### src/posd_defs.svh
// constants for the output shutdown unit: offsets, fields, resets, timing
// Behaviour
// RULE1 - each fault input: edge or sampled low
// RULE2 - fault detection tristates the high-current pins
// RULE3 - pair low together over a cycle tristates
// RULE4 - all six pins released together
// RULE5 - interrupt on input or pair detection
// RULE6 - oscillator stop or standby tristates pins
// RULE7 - two 16-bit control/status registers
// RULE8 - after reset outputs low, pins tristated
// RULE9 - complementary stop gives complementary initial values
// RULE10 - reset-sync stop gives reset-sync initial values
// RULE11 - leaving complementary to normal/pwm1 drives low
// RULE12 - leaving reset-sync: positive low, negative high (code drives 6'h2A instead: pin 3 high, pin 4 low)
// RULE13 - complementary after reset-sync: cyclic pin low
// RULE14 - pwm1 pin init skips B-side outputs
// RULE15 - pwm2 pin init skips cycle register pins
// RULE16 - software: port output, stop, re-setup order
// RULE17 - software disables outputs before pwm mode entry
// RULE18 - same-mode restart only reselects and restarts
// RULE19 - mode 00 accepts falling edge
// RULE20 - sixteen consecutive low samples required
// RULE21 - flag clears by read-1 then write-0
// RULE22 - pair compare samples on peripheral clock
`ifndef POSD_DEFS_SVH
`define POSD_DEFS_SVH
`define POSD_FICS_ADDR 12'h000
`define POSD_PCCS_ADDR 12'h004
`define POSD_MODE_ADDR 12'h008
`define POSD_STAT_ADDR 12'h00C
`define POSD_FLAG_LSB 12
`define POSD_PIE_BIT 8
`define POSD_OSF_BIT 15
`define POSD_OCE_BIT 9
`define POSD_OIE_BIT 8
`define POSD_FICS_RST 16'h0000
`define POSD_PCCS_RST 16'h0000
`define POSD_SAMPLES 5'h10
`define POSD_DIV8 8'h07
`define POSD_DIV16 8'h0F
`define POSD_DIV128 8'h7F
`endif

### src/posd_pkg.sv
// types for the output shutdown unit
package posd_pkg;
   typedef enum logic [2:0] {
      POSD_NORMAL, POSD_PWM1, POSD_PWM2, POSD_PHASE, POSD_COMP, POSD_RSYNC
   } posd_mode_t;
   typedef struct packed {
      logic [5:0] level;
      logic [5:0] oe;
   } posd_pins_t;
endpackage

### src/posd_top.sv
// output shutdown unit with apb registers and timer output state keeping
//
// Our own choices: the register offsets and the APB register port.
`timescale 1ns/1ns
`default_nettype none
`include "posd_defs.svh"
module posd_top
   import posd_pkg::*;
(
   input wire logic pclk,
   input wire logic presetn,
   input wire logic psel,
   input wire logic penable,
   input wire logic pwrite,
   input wire logic [11:0] paddr,
   input wire logic [31:0] pwdata,
   output logic [31:0] prdata,
   output logic pready,
   output logic pslverr,
   input wire logic [3:0] fault_shutdown_inputs_n,
   input wire logic [5:0] pin_levels,
   input wire logic [5:0] timer_pin_select,
   input wire logic osc_stop,
   input wire logic standby,
   output logic [5:0] pin_oe,
   output logic [5:0] timer_out,
   output logic irq
);
   // pin order: 0 ch3_out_b 1 ch3_out_d 2 ch4_out_a 3 ch4_out_b
   //            4 ch4_out_c 5 ch4_out_d
   logic [15:0] fics_q;
   logic [15:0] pccs_q;
   logic [3:0] flag_seen_q;
   logic osf_seen_q;
   logic [3:0] s1_q, s2_q, s3_q;
   logic [5:0] l1_q, l2_q, l3_q;
   logic [7:0] pre_q;
   logic [3:0] tick;
   logic [4:0] lowcnt_q [4];
   logic [3:0] detect;
   logic [2:0] pair_low_q;
   logic short_det;
   logic wr, rd;
   posd_mode_t mode_q;
   logic run_q;
   logic [5:0] comp_init_q, rsync_init_q;
   logic [5:0] init_req;
   logic init_strobe;
   logic [5:0] tout_q;
   logic [5:0] oe_q;
   logic irq_q;
   logic [31:0] rdata_q;
   logic err_q;

   assign wr = psel && penable && pwrite;
   assign rd = psel && penable && !pwrite;

   function automatic logic hit(input logic [11:0] a, input logic [11:0] r);
      hit = (a == r);
   endfunction

   function automatic logic known(input logic [11:0] a);
      known = hit(a, `POSD_FICS_ADDR) || hit(a, `POSD_PCCS_ADDR) ||
              hit(a, `POSD_MODE_ADDR) || hit(a, `POSD_STAT_ADDR);
   endfunction

   // three-stage synchronisers; stage 1 feeds only stage 2
   always_ff @(posedge pclk or negedge presetn) begin
      if (!presetn) begin
         s1_q <= 4'hF;
         s2_q <= 4'hF;
         s3_q <= 4'hF;
         l1_q <= 6'h3F;
         l2_q <= 6'h3F;
         l3_q <= 6'h3F;
      end else begin
         s1_q <= fault_shutdown_inputs_n;
         s2_q <= s1_q;
         s3_q <= s2_q;
         l1_q <= pin_levels;
         l2_q <= l1_q;
         l3_q <= l2_q;
      end
   end

   // free prescaler for the sampling clocks
   always_ff @(posedge pclk or negedge presetn) begin
      if (!presetn) begin
         pre_q <= 8'h00;
      end else begin
         pre_q <= pre_q + 8'h01;
      end
   end

   // per input: falling edge when stage 3 is high and stage 2 low, or counted low samples
   genvar g;
   generate
      for (g = 0; g < 4; g++) begin : g_in
         logic [1:0] m;
         assign m = fics_q[2*g+1 -: 2];
         always_comb begin
            case (m)
               2'h1: tick[g] = ((pre_q & `POSD_DIV8) == 8'h00);
               2'h2: tick[g] = ((pre_q & `POSD_DIV16) == 8'h00);
               default: tick[g] = ((pre_q & `POSD_DIV128) == 8'h00);
            endcase
         end
         // a high sample restarts the count so the run must be unbroken
         always_ff @(posedge pclk or negedge presetn) begin
            if (!presetn) begin
               lowcnt_q[g] <= 5'h00;
            end else if (m == 2'h0 || s3_q[g]) begin
               lowcnt_q[g] <= 5'h00; // see RULE20
            end else if (tick[g] && lowcnt_q[g] != `POSD_SAMPLES) begin
               lowcnt_q[g] <= lowcnt_q[g] + 5'h01; // see RULE1
            end
         end
         assign detect[g] = (m == 2'h0) ? (s3_q[g] && !s2_q[g]) // see RULE19
            : (tick[g] && !s3_q[g] && lowcnt_q[g] == `POSD_SAMPLES - 5'h01);
      end
   endgenerate

   // pairs compared on agreed levels, flagged after a full cycle low
   always_ff @(posedge pclk or negedge presetn) begin
      if (!presetn) begin
         pair_low_q <= 3'h0;
      end else begin
         pair_low_q[0] <= !l3_q[0] && !l3_q[1] && !l2_q[0] && !l2_q[1];
         pair_low_q[1] <= !l3_q[2] && !l3_q[4] && !l2_q[2] && !l2_q[4];
         pair_low_q[2] <= !l3_q[3] && !l3_q[5] && !l2_q[3] && !l2_q[5];
      end // see RULE22
   end
   assign short_det = pccs_q[`POSD_OCE_BIT] && (|pair_low_q); // see RULE3

   // fault input register: flags set win over software clear
   always_ff @(posedge pclk or negedge presetn) begin
      if (!presetn) begin
         fics_q <= `POSD_FICS_RST;
         flag_seen_q <= 4'h0;
      end else begin
         for (int i = 0; i < 4; i++) begin
            if (detect[i]) begin
               fics_q[`POSD_FLAG_LSB+i] <= 1'b1; // see RULE2
            end else if (wr && hit(paddr, `POSD_FICS_ADDR) &&
                         flag_seen_q[i] && !pwdata[`POSD_FLAG_LSB+i]) begin
               fics_q[`POSD_FLAG_LSB+i] <= 1'b0; // see RULE21
            end
            if (rd && hit(paddr, `POSD_FICS_ADDR) &&
                fics_q[`POSD_FLAG_LSB+i]) begin
               flag_seen_q[i] <= 1'b1;
            end else if (wr && hit(paddr, `POSD_FICS_ADDR)) begin
               flag_seen_q[i] <= 1'b0;
            end
         end
         if (wr && hit(paddr, `POSD_FICS_ADDR)) begin
            fics_q[8:0] <= pwdata[8:0]; // see RULE7
         end
      end
   end

   // pair compare register, same flag discipline
   always_ff @(posedge pclk or negedge presetn) begin
      if (!presetn) begin
         pccs_q <= `POSD_PCCS_RST;
         osf_seen_q <= 1'b0;
      end else begin
         if (short_det) begin
            pccs_q[`POSD_OSF_BIT] <= 1'b1; // see RULE3
         end else if (wr && hit(paddr, `POSD_PCCS_ADDR) && osf_seen_q &&
                      !pwdata[`POSD_OSF_BIT]) begin
            pccs_q[`POSD_OSF_BIT] <= 1'b0; // see RULE21
         end
         if (rd && hit(paddr, `POSD_PCCS_ADDR) && pccs_q[`POSD_OSF_BIT]) begin
            osf_seen_q <= 1'b1;
         end else if (wr && hit(paddr, `POSD_PCCS_ADDR)) begin
            osf_seen_q <= 1'b0;
         end
         if (wr && hit(paddr, `POSD_PCCS_ADDR)) begin
            pccs_q[9:8] <= pwdata[9:8]; // see RULE7
         end
      end
   end

   // timer mode, run and initial-value register
   assign init_strobe = wr && hit(paddr, `POSD_MODE_ADDR) && pwdata[4];
   assign init_req = pwdata[21:16];
   always_ff @(posedge pclk or negedge presetn) begin
      if (!presetn) begin
         mode_q <= POSD_NORMAL;
         run_q <= 1'b0;
         comp_init_q <= 6'h00;
         rsync_init_q <= 6'h00;
      end else if (wr && hit(paddr, `POSD_MODE_ADDR)) begin
         case (pwdata[2:0])
            3'h1: mode_q <= POSD_PWM1;
            3'h2: mode_q <= POSD_PWM2;
            3'h3: mode_q <= POSD_PHASE;
            3'h4: mode_q <= POSD_COMP;
            3'h5: mode_q <= POSD_RSYNC;
            default: mode_q <= POSD_NORMAL;
         endcase
         run_q <= pwdata[3]; // timer_count_start image
         comp_init_q <= pwdata[13:8];
         rsync_init_q <= pwdata[29:24];
      end
   end

   // timer output levels across stop, mode change and pin init
   always_ff @(posedge pclk or negedge presetn) begin
      if (!presetn) begin
         tout_q <= 6'h00; // see RULE8
      end else if (wr && hit(paddr, `POSD_MODE_ADDR)) begin
         if (run_q && !pwdata[3] && mode_q == POSD_COMP) begin
            tout_q <= comp_init_q; // see RULE9
         end else if (run_q && !pwdata[3] && mode_q == POSD_RSYNC) begin
            tout_q <= rsync_init_q; // see RULE10
         end else if (mode_q == POSD_COMP &&
                      (pwdata[2:0] == 3'h0 || pwdata[2:0] == 3'h1)) begin
            tout_q <= 6'h00; // see RULE11
         end else if (mode_q == POSD_RSYNC &&
                      (pwdata[2:0] == 3'h0 || pwdata[2:0] == 3'h1)) begin
            tout_q <= 6'h2A; // see RULE12
         end else if (mode_q == POSD_RSYNC && pwdata[2:0] == 3'h4) begin
            tout_q <= {tout_q[5:3], 1'b0, tout_q[1:0]}; // see RULE13
         end else if (init_strobe && pwdata[2:0] == 3'h1) begin
            tout_q <= {tout_q[5], init_req[4], tout_q[3], init_req[2],
                       tout_q[1], init_req[0]}; // see RULE14
         end else if (init_strobe && pwdata[2:0] == 3'h2) begin
            tout_q <= {init_req[5:3], tout_q[2], init_req[1:0]}; // see RULE15
         end else if (init_strobe) begin
            tout_q <= init_req;
         end
      end
   end

   // any cause releases all six pins at once
   always_ff @(posedge pclk or negedge presetn) begin
      if (!presetn) begin
         oe_q <= 6'h00; // see RULE8
      end else if (osc_stop || standby) begin
         oe_q <= 6'h00; // see RULE6
      end else if ((|fics_q[15:12]) || (|detect) ||
                   ((short_det || pccs_q[`POSD_OSF_BIT]) &&
                    pccs_q[`POSD_OIE_BIT])) begin // short needs its enable
         oe_q <= 6'h00; // see RULE4
      end else begin
         oe_q <= timer_pin_select;
      end
   end

   // interrupt from either detector
   always_ff @(posedge pclk or negedge presetn) begin
      if (!presetn) begin
         irq_q <= 1'b0;
      end else begin
         irq_q <= (fics_q[`POSD_PIE_BIT] && (|fics_q[15:12])) ||
                  (pccs_q[`POSD_OIE_BIT] && pccs_q[`POSD_OSF_BIT]);
      end // see RULE5
   end

   // apb read data and error, answered at access phase
   always_ff @(posedge pclk or negedge presetn) begin
      if (!presetn) begin
         rdata_q <= 32'h0000_0000;
         err_q <= 1'b0;
      end else begin
         err_q <= psel && !penable && !known(paddr);
         if (psel && !penable) begin
            case (paddr)
               `POSD_FICS_ADDR: rdata_q <= {16'h0000, fics_q[15:12],
                                            3'h0, fics_q[8:0]};
               `POSD_PCCS_ADDR: rdata_q <= {16'h0000, pccs_q[15],
                                            5'h00, pccs_q[9:8], 8'h00};
               `POSD_MODE_ADDR: rdata_q <= {2'h0, rsync_init_q, 10'h000,
                  comp_init_q, 4'h0, run_q, mode_q};
               `POSD_STAT_ADDR: rdata_q <= {20'h00000, oe_q, tout_q};
               default: rdata_q <= 32'h0000_0000;
            endcase
         end
      end
   end

   // zero-wait slave: ready held high
   always_ff @(posedge pclk or negedge presetn) begin
      if (!presetn) begin
         pready <= 1'b0;
      end else begin
         pready <= 1'b1;
      end
   end

   assign prdata = rdata_q;
   assign pslverr = err_q; // set at setup edge, so high in access only
   assign pin_oe = oe_q;
   assign timer_out = tout_q;
   assign irq = irq_q;
endmodule
`default_nettype wire

### config.mk
export PLATFORM = sky130hd
export DESIGN_NAME = posd_top
export DESIGN_NICKNAME = d
export VERILOG_FILES = /design/src/posd_pkg.sv /design/src/posd_top.sv
export VERILOG_INCLUDE_DIRS = /design/src
export SDC_FILE = /design/constraint.sdc
export NUM_CORES = 1
export LEC_CHECK = 0
export ABC_AREA = 1
export BUFFER_PORTS_ARGS = -buffer_cell sky130_fd_sc_hd__buf_2
export CORE_ASPECT_RATIO = 1.4
export CORE_MARGIN = 5
export CORE_UTILIZATION = 58
export CTS_BUF_LIST = sky130_fd_sc_hd__clkbuf_8
export DETAILED_ROUTE_END_ITERATION = 12
export PLACE_DENSITY = 0.79
export SLEW_MARGIN = 20
export SYNTH_ARGS = -nofsm -noshare
export SYNTH_HDL_FRONTEND = slang
export SYNTH_SLANG_ARGS = --single-unit
export TNS_END_PERCENT = 50
### constraint.sdc
create_clock -name pclk -period 1.7 [get_ports pclk]
set_input_delay 0.17 -clock pclk [delete_from_list [all_inputs] [get_ports pclk]]
set_output_delay 0.17 -clock pclk [all_outputs]
set_load 0.01 [all_outputs]
### After elaboration in Yosys (flattened, before gate mapping)

Index checks and enable logic that the tools add are counted.

* add/sub/neg operators: 5
* eq/ne operators: 29
* mux-type cells: 45
* reductions and logical operators: 136

Operator list (count)
* 30-bit one-hot mux with 4 select lines: 1
* 1-bit logical AND: 63
* 6-bit 2-to-1 mux: 10
* 5-bit 2-to-1 mux: 8
* 5-bit != test (second input constant): 6
* 1-bit logical NOT: 28
* 2-bit nonzero test: 14
* 12-bit by 4-bit == test with 1-bit output (second input constant): 2
* 8-bit logical NOT: 3
* 1-bit 2-to-1 mux: 21
* 5-bit by 1-bit adder with 5-bit output (second input constant): 4
* 5-bit by 4-bit == test with 1-bit output (second input constant): 4
* 3-bit one-hot mux with 5 select lines: 1
* 7-bit nonzero test: 2
* 1-bit logical OR: 13
* 12-bit by 3-bit == test with 1-bit output (second input constant): 1
* 3-bit == test (second input constant): 4
* 12-bit logical NOT: 1
* 8-bit by 1-bit adder with 8-bit output (second input constant): 1
* 2-bit by 1-bit == test with 1-bit output (second input constant): 4
* 2-bit == test (second input constant): 4
* 2-bit logical NOT: 4
* 1-bit one-hot mux with 2 select lines: 4
* 4-bit OR reduction: 2
* 8 further kinds: 10

* bits in registers: 145
* input bits: 67
* output and inout port bits: 47
* logic and storage cells: 251

### Depth between registers and ports, before layout

* word-level depth: 12
* gate-level depth with buffers: 12
* depth with buffers taken out: 11

### Worst setup path after synthesis

No wires, ideal clock.

* kind: register to register
* from: reg fics_q[0]
* to: reg oe_q[0], in the netlist pin_oe[0]
* library setup time: 0.118 ns
* data arrival time: 1.422 ns
* required time: 1.582 ns
* slack: 0.160 ns
* cell stages (with the launch flop): 11
* path buffers: 0
* clock period less this slack: 1.540 ns
* path through: dfrtp_1 -> inv_1 -> ha_1 -> or2_2 -> inv_1 -> nand2_1 -> nand3b_1 -> nand2_1 -> nor2_1 -> nand3_2 -> nor2_1

* cells in the longest elaborated chain, start to end: 10
* elaborated cells between the ends (all ways): 12
* those cells by class: 2 x eq/ne; 4 x mux; 6 x reduce/logical

RTL lines
* start: declaration: line posd_top.sv:31 `logic [15:0] fics_q;`
* start signal: assignment: line posd_top.sv:138 `` fics_q <= `POSD_FICS_RST; ``
* start signal: assignment: line posd_top.sv:156 `fics_q[8:0] <= pwdata[8:0];`
* 2-bit == test / 2-bit by 1-bit == test with 1-bit output (equally long branches): line posd_top.sv:102 `case (m)`
* 1-bit one-hot mux with 2 select lines: line posd_top.sv:102
* 1-bit logical AND (2 in a row): line posd_top.sv:119 `` : (tick[g] && !s3_q[g] && lowcnt_q[g] == `POSD_SAMPLES - 5'h01); ``
* 1-bit 2-to-1 mux (*): line posd_top.sv:118 `assign detect[g] = (m == 2'h0) ? (s3_q[g] && !s2_q[g])`
* 4-bit OR reduction (*): line posd_top.sv:242 `end else if ((|fics_q[15:12]) || (|detect) ||`
* 1-bit logical OR (*) (2 in a row): line posd_top.sv:242
* 6-bit 2-to-1 mux (*): line posd_top.sv:242
* 6-bit 2-to-1 mux (*): line posd_top.sv:240 `end else if (osc_stop || standby) begin`
* end signal: assignment: line posd_top.sv:247 `oe_q <= timer_pin_select;`
* end: declaration: line posd_top.sv:50 `logic [5:0] oe_q;`

Every way passes the cells marked *; elsewhere a longest branch is shown, timed or not.
A chain may end at the register's enable or synchronous reset.

### Worst setup path after layout

* from: reg lowcnt_q[5] in the netlist's numbering
* to: reg oe_q[5], in the netlist pin_oe[5]

* cells in the longest elaborated chain, start to end: 8

RTL lines
* start: declaration: line posd_top.sv:39 `logic [4:0] lowcnt_q [4];`
* start signal: indexed assignment: line posd_top.sv:115 `lowcnt_q[g] <= lowcnt_q[g] + 5'h01;`
* 5-bit by 4-bit == test with 1-bit output: line posd_top.sv:119
* 1-bit logical AND: line posd_top.sv:119
* 1-bit 2-to-1 mux: line posd_top.sv:118
* 4-bit OR reduction: line posd_top.sv:242
* 1-bit logical OR (2 in a row): line posd_top.sv:242
* 6-bit 2-to-1 mux: line posd_top.sv:242
* 6-bit 2-to-1 mux: line posd_top.sv:240

No other way between the ends.

==> results.toml <==
[floorplanning]
coreArea_sq_um = 10750
rows = 45
fp.dieArea_sq_um = 13080
ioPinCount = 114
die_h_um = 133.3
die_w_um = 98.08
initial_core_util_pct = 58.58

[worst_setup_path]
worstPathArrival_ns = 2.08
worstSetupStartpoint = "lowcnt_q[5]"
path_class = "flop to flop"
crit_required_ns = 2.07
crit_path_end_kind = "flop"
start_kind = "flop"
worstReg2RegStart = "lowcnt_q[5]"
crit_path_max_fanout = 6

[pwr]
ir_drop_mv = 0.6935
power-per-cell-area_nw_per_um2 = 808.5
leakagePower_nw = 4.030
p_total_mw = 6.542

[synthesis]
ys_ff_latch = 134
ys_types = 35
netlist_instances = 716
syn_area_per_cell_sq_um = 8.799
yosysWarnings = 0
seq_area_frac_synth_pct = 53.82
netlist_area_sq_um = 6300

[finish]
final_common_cell = "nand2_1"
nNetsFinal = 978
drive_gt1_share_pct = 30.18
syn2layout_area_growth_pct = 28.44
final_cell_mix = "179 x nand2_1, 103 x dfrtp_1, 98 x buf_2"
layoutNonFillerInstCount = 1039
design_area_sq_um = 8092
n_antenna_cell = 0
fin_util_pct = 75.24

[routing]
routed_wl_mm = 16.07
via_per_inst = 5.286
ant_nets = 0
drcViolationCount = 0
wl_per_cell_um = 15.46
drt_iter0_markers = 328
drt-pass1-iter-count = 5
vias = 5492

[cts]
htreeDepth = 4
root_buffer = "clkbuf_8"
cts_num_sinks = 134
cts_max_path_buffers = 2
clkTransAtPathRegs_ns = 0.08
clk_latency_ns = 0.44
cts_tree = "yes"
cts_made_buffers = 17

[place]
gp_congestion = 0.8850
placed_area_sq_um = 7032
placed_cells = 961
portBuffers = 99
dp_hpwl_mm = 11.15

[global_route]
grt.total_usage_pct = 24.73
grt_overflow = 0
grt_pass1_vias = 5586
antenna_found_initial = 0
grt_pass1_wl_mm = 26.19
grt_max_degree = 60

[sta]
setup_viol = 3
hold_viol_final = 0
finalClockSkew_ns = 0.008576
slew_violations = 0
finalSetupTns_ns = -0.01690
max_freq_ghz = 0.5834
grt_setup_unrepaired = "true"
min_period_ns = 1.714
timing.final.ws_setup_ns = -0.01404
fin_crit_sh_pct = 100.8

[run_status]
status = "complete, but fails checks"
violations = "negative setup slack"

[hold_path]
hold_start = "pwdata[14]"
hp-class = "primary input to flop"

[job]
cap_violations = 0
==> sequential cells by signal, indices dropped and copies added (netlist names), 6 cells and up <==
register	flops
l1_q	6
timer_out	6
fics_q	13
lowcnt_q	20
pre_q	7
pin_oe	6
comp_init_q	6
l3_q	6
l2_q	6
prdata	22
rsync_init_q	6
==> final timing paths <==
kind | cells after the start | slack [ns] | end
min reg2reg | 0 | 0.36 | l2_q[5]
min | 5 | 0.03 | fics_q[14]
max reg2reg | 10 | -0.01 | pin_oe[5]
max | 10 | -0.01 | pin_oe[5]
min in group asynchronous | 2 | 0.08 | comp_init_q[3]
max in group asynchronous | 3 | 0.98 | s1_q[1]
==> Yosys cell counts <==
library cell	count	share of area, %
nand3b_1	7	0.83
dfstp_2	30	13
buf_6	2	0.36
inv_4	1	0.099
or2_2	4	0.40
nand3_1	45	3.6
nand2_1	192	11
o21ai_1	5	0.40
nand4_1	9	0.89
inv_1	85	5.1
nand3_2	3	0.48
o211ai_1	3	0.36
inv_2	3	0.18
nor3_1	8	0.64
nor2_2	5	0.50
nor3_2	3	0.48
buf_4	13	1.5
clkbuf_1	3	0.18
ha_1	26	5.2
nand2_4	1	0.18
nor4_1	4	0.40
xor2_1	6	0.83
clkinv_1	1	0.060
nand2_2	5	0.50
conb_1	2	0.12
nor2_4	4	0.71
o21ai_0	66	5.2
nor2_1	47	2.8
buf_2	5	0.40
a21oi_1	11	0.87
dfrtp_1	104	41
o31ai_1	6	0.71
o22ai_1	3	0.30
a22o_1	2	0.28
and3_1	2	0.20
==> repair_timing <==
action	in CTS	in global routing
gates resized for setup	9	57
setup endpoints to repair	13	32
buffers inserted	1	11
hold buffers	34	0
pin swaps	3	19
endpoints found under the hold margin	145	0
==> through the flow <==
step / setup slack [ns] / hold slack (ns)
after global routing: -0.1892 / 0.03598
after global placement: 0.05797 / -0.003237
after CTS: 0.0007914 / 0.006640
after detailed placement: -0.1374 / -0.002806
after floorplan: 0.1599 / -0.1256
final: -0.01404 / 0.02648
==> per-layer routing <==
metal,vias up,share of wire (%),track usage [%]
li1,2618,-,-
met1,2643,37,27.43
met2,190,55,45.91
met3,41,4.9,5.291
met4,0,3.0,9.238
met5,-,0,0
==> area by class of cell <==
type                            instances  area, sq um
Clock buffer                           17        234.0
Clock inverter                         15        191.4
Fill cell                             723         2663
Inverter                               90        340.3
Multi-Input combinational cell        478         2645
Sequential cell                       134         3392
Tap cell                              141        176.4
Timing Repair Buffer                  164         1112
==> power breakdown <==
| part | total (mW) | internal, mW | switching, mW |
|---|---|---|---|
| logic | 0.403 | 0.174 | 0.229 |
| registers | 3.30 | 3.27 | 0.0273 |
| clock network | 2.84 | 1.49 | 1.35 |
| total | 6.54 | 4.93 | 1.61 |
==> worst max-delay path: stages, from the launching register on <==
cell and delay [ns]:
dfrtp_1 0.41, ha_1 0.21, inv_1 0.13, nor3_2 0.07, ha_1 0.18, nand2_1 0.09, nand3b_1 0.12, nand2_2 0.07
inv_2 0.08, nand3_4 0.15, nor2_1 0.14
==> cell families (layout without fill, tap and decap cells) <==
| group | count (synthesis) | count (layout) | synth area share [%] |
|---|---|---|---|
| AOI/OAI and AO/OA | 96 | 96 | 8.163 |
| xor gates and xnor gates | 6 | 6 | 0.8342 |
| adders and majority gates | 26 | 26 | 5.164 |
| buffers and inverters | 113 | 286 | 7.885 |
| DFF | 134 | 134 | 53.82 |
| other | 2 | 11 | 0.1192 |
| and+or+nand+nor | 339 | 339 | 24.01 |
(Power assumes the default switching activity.)
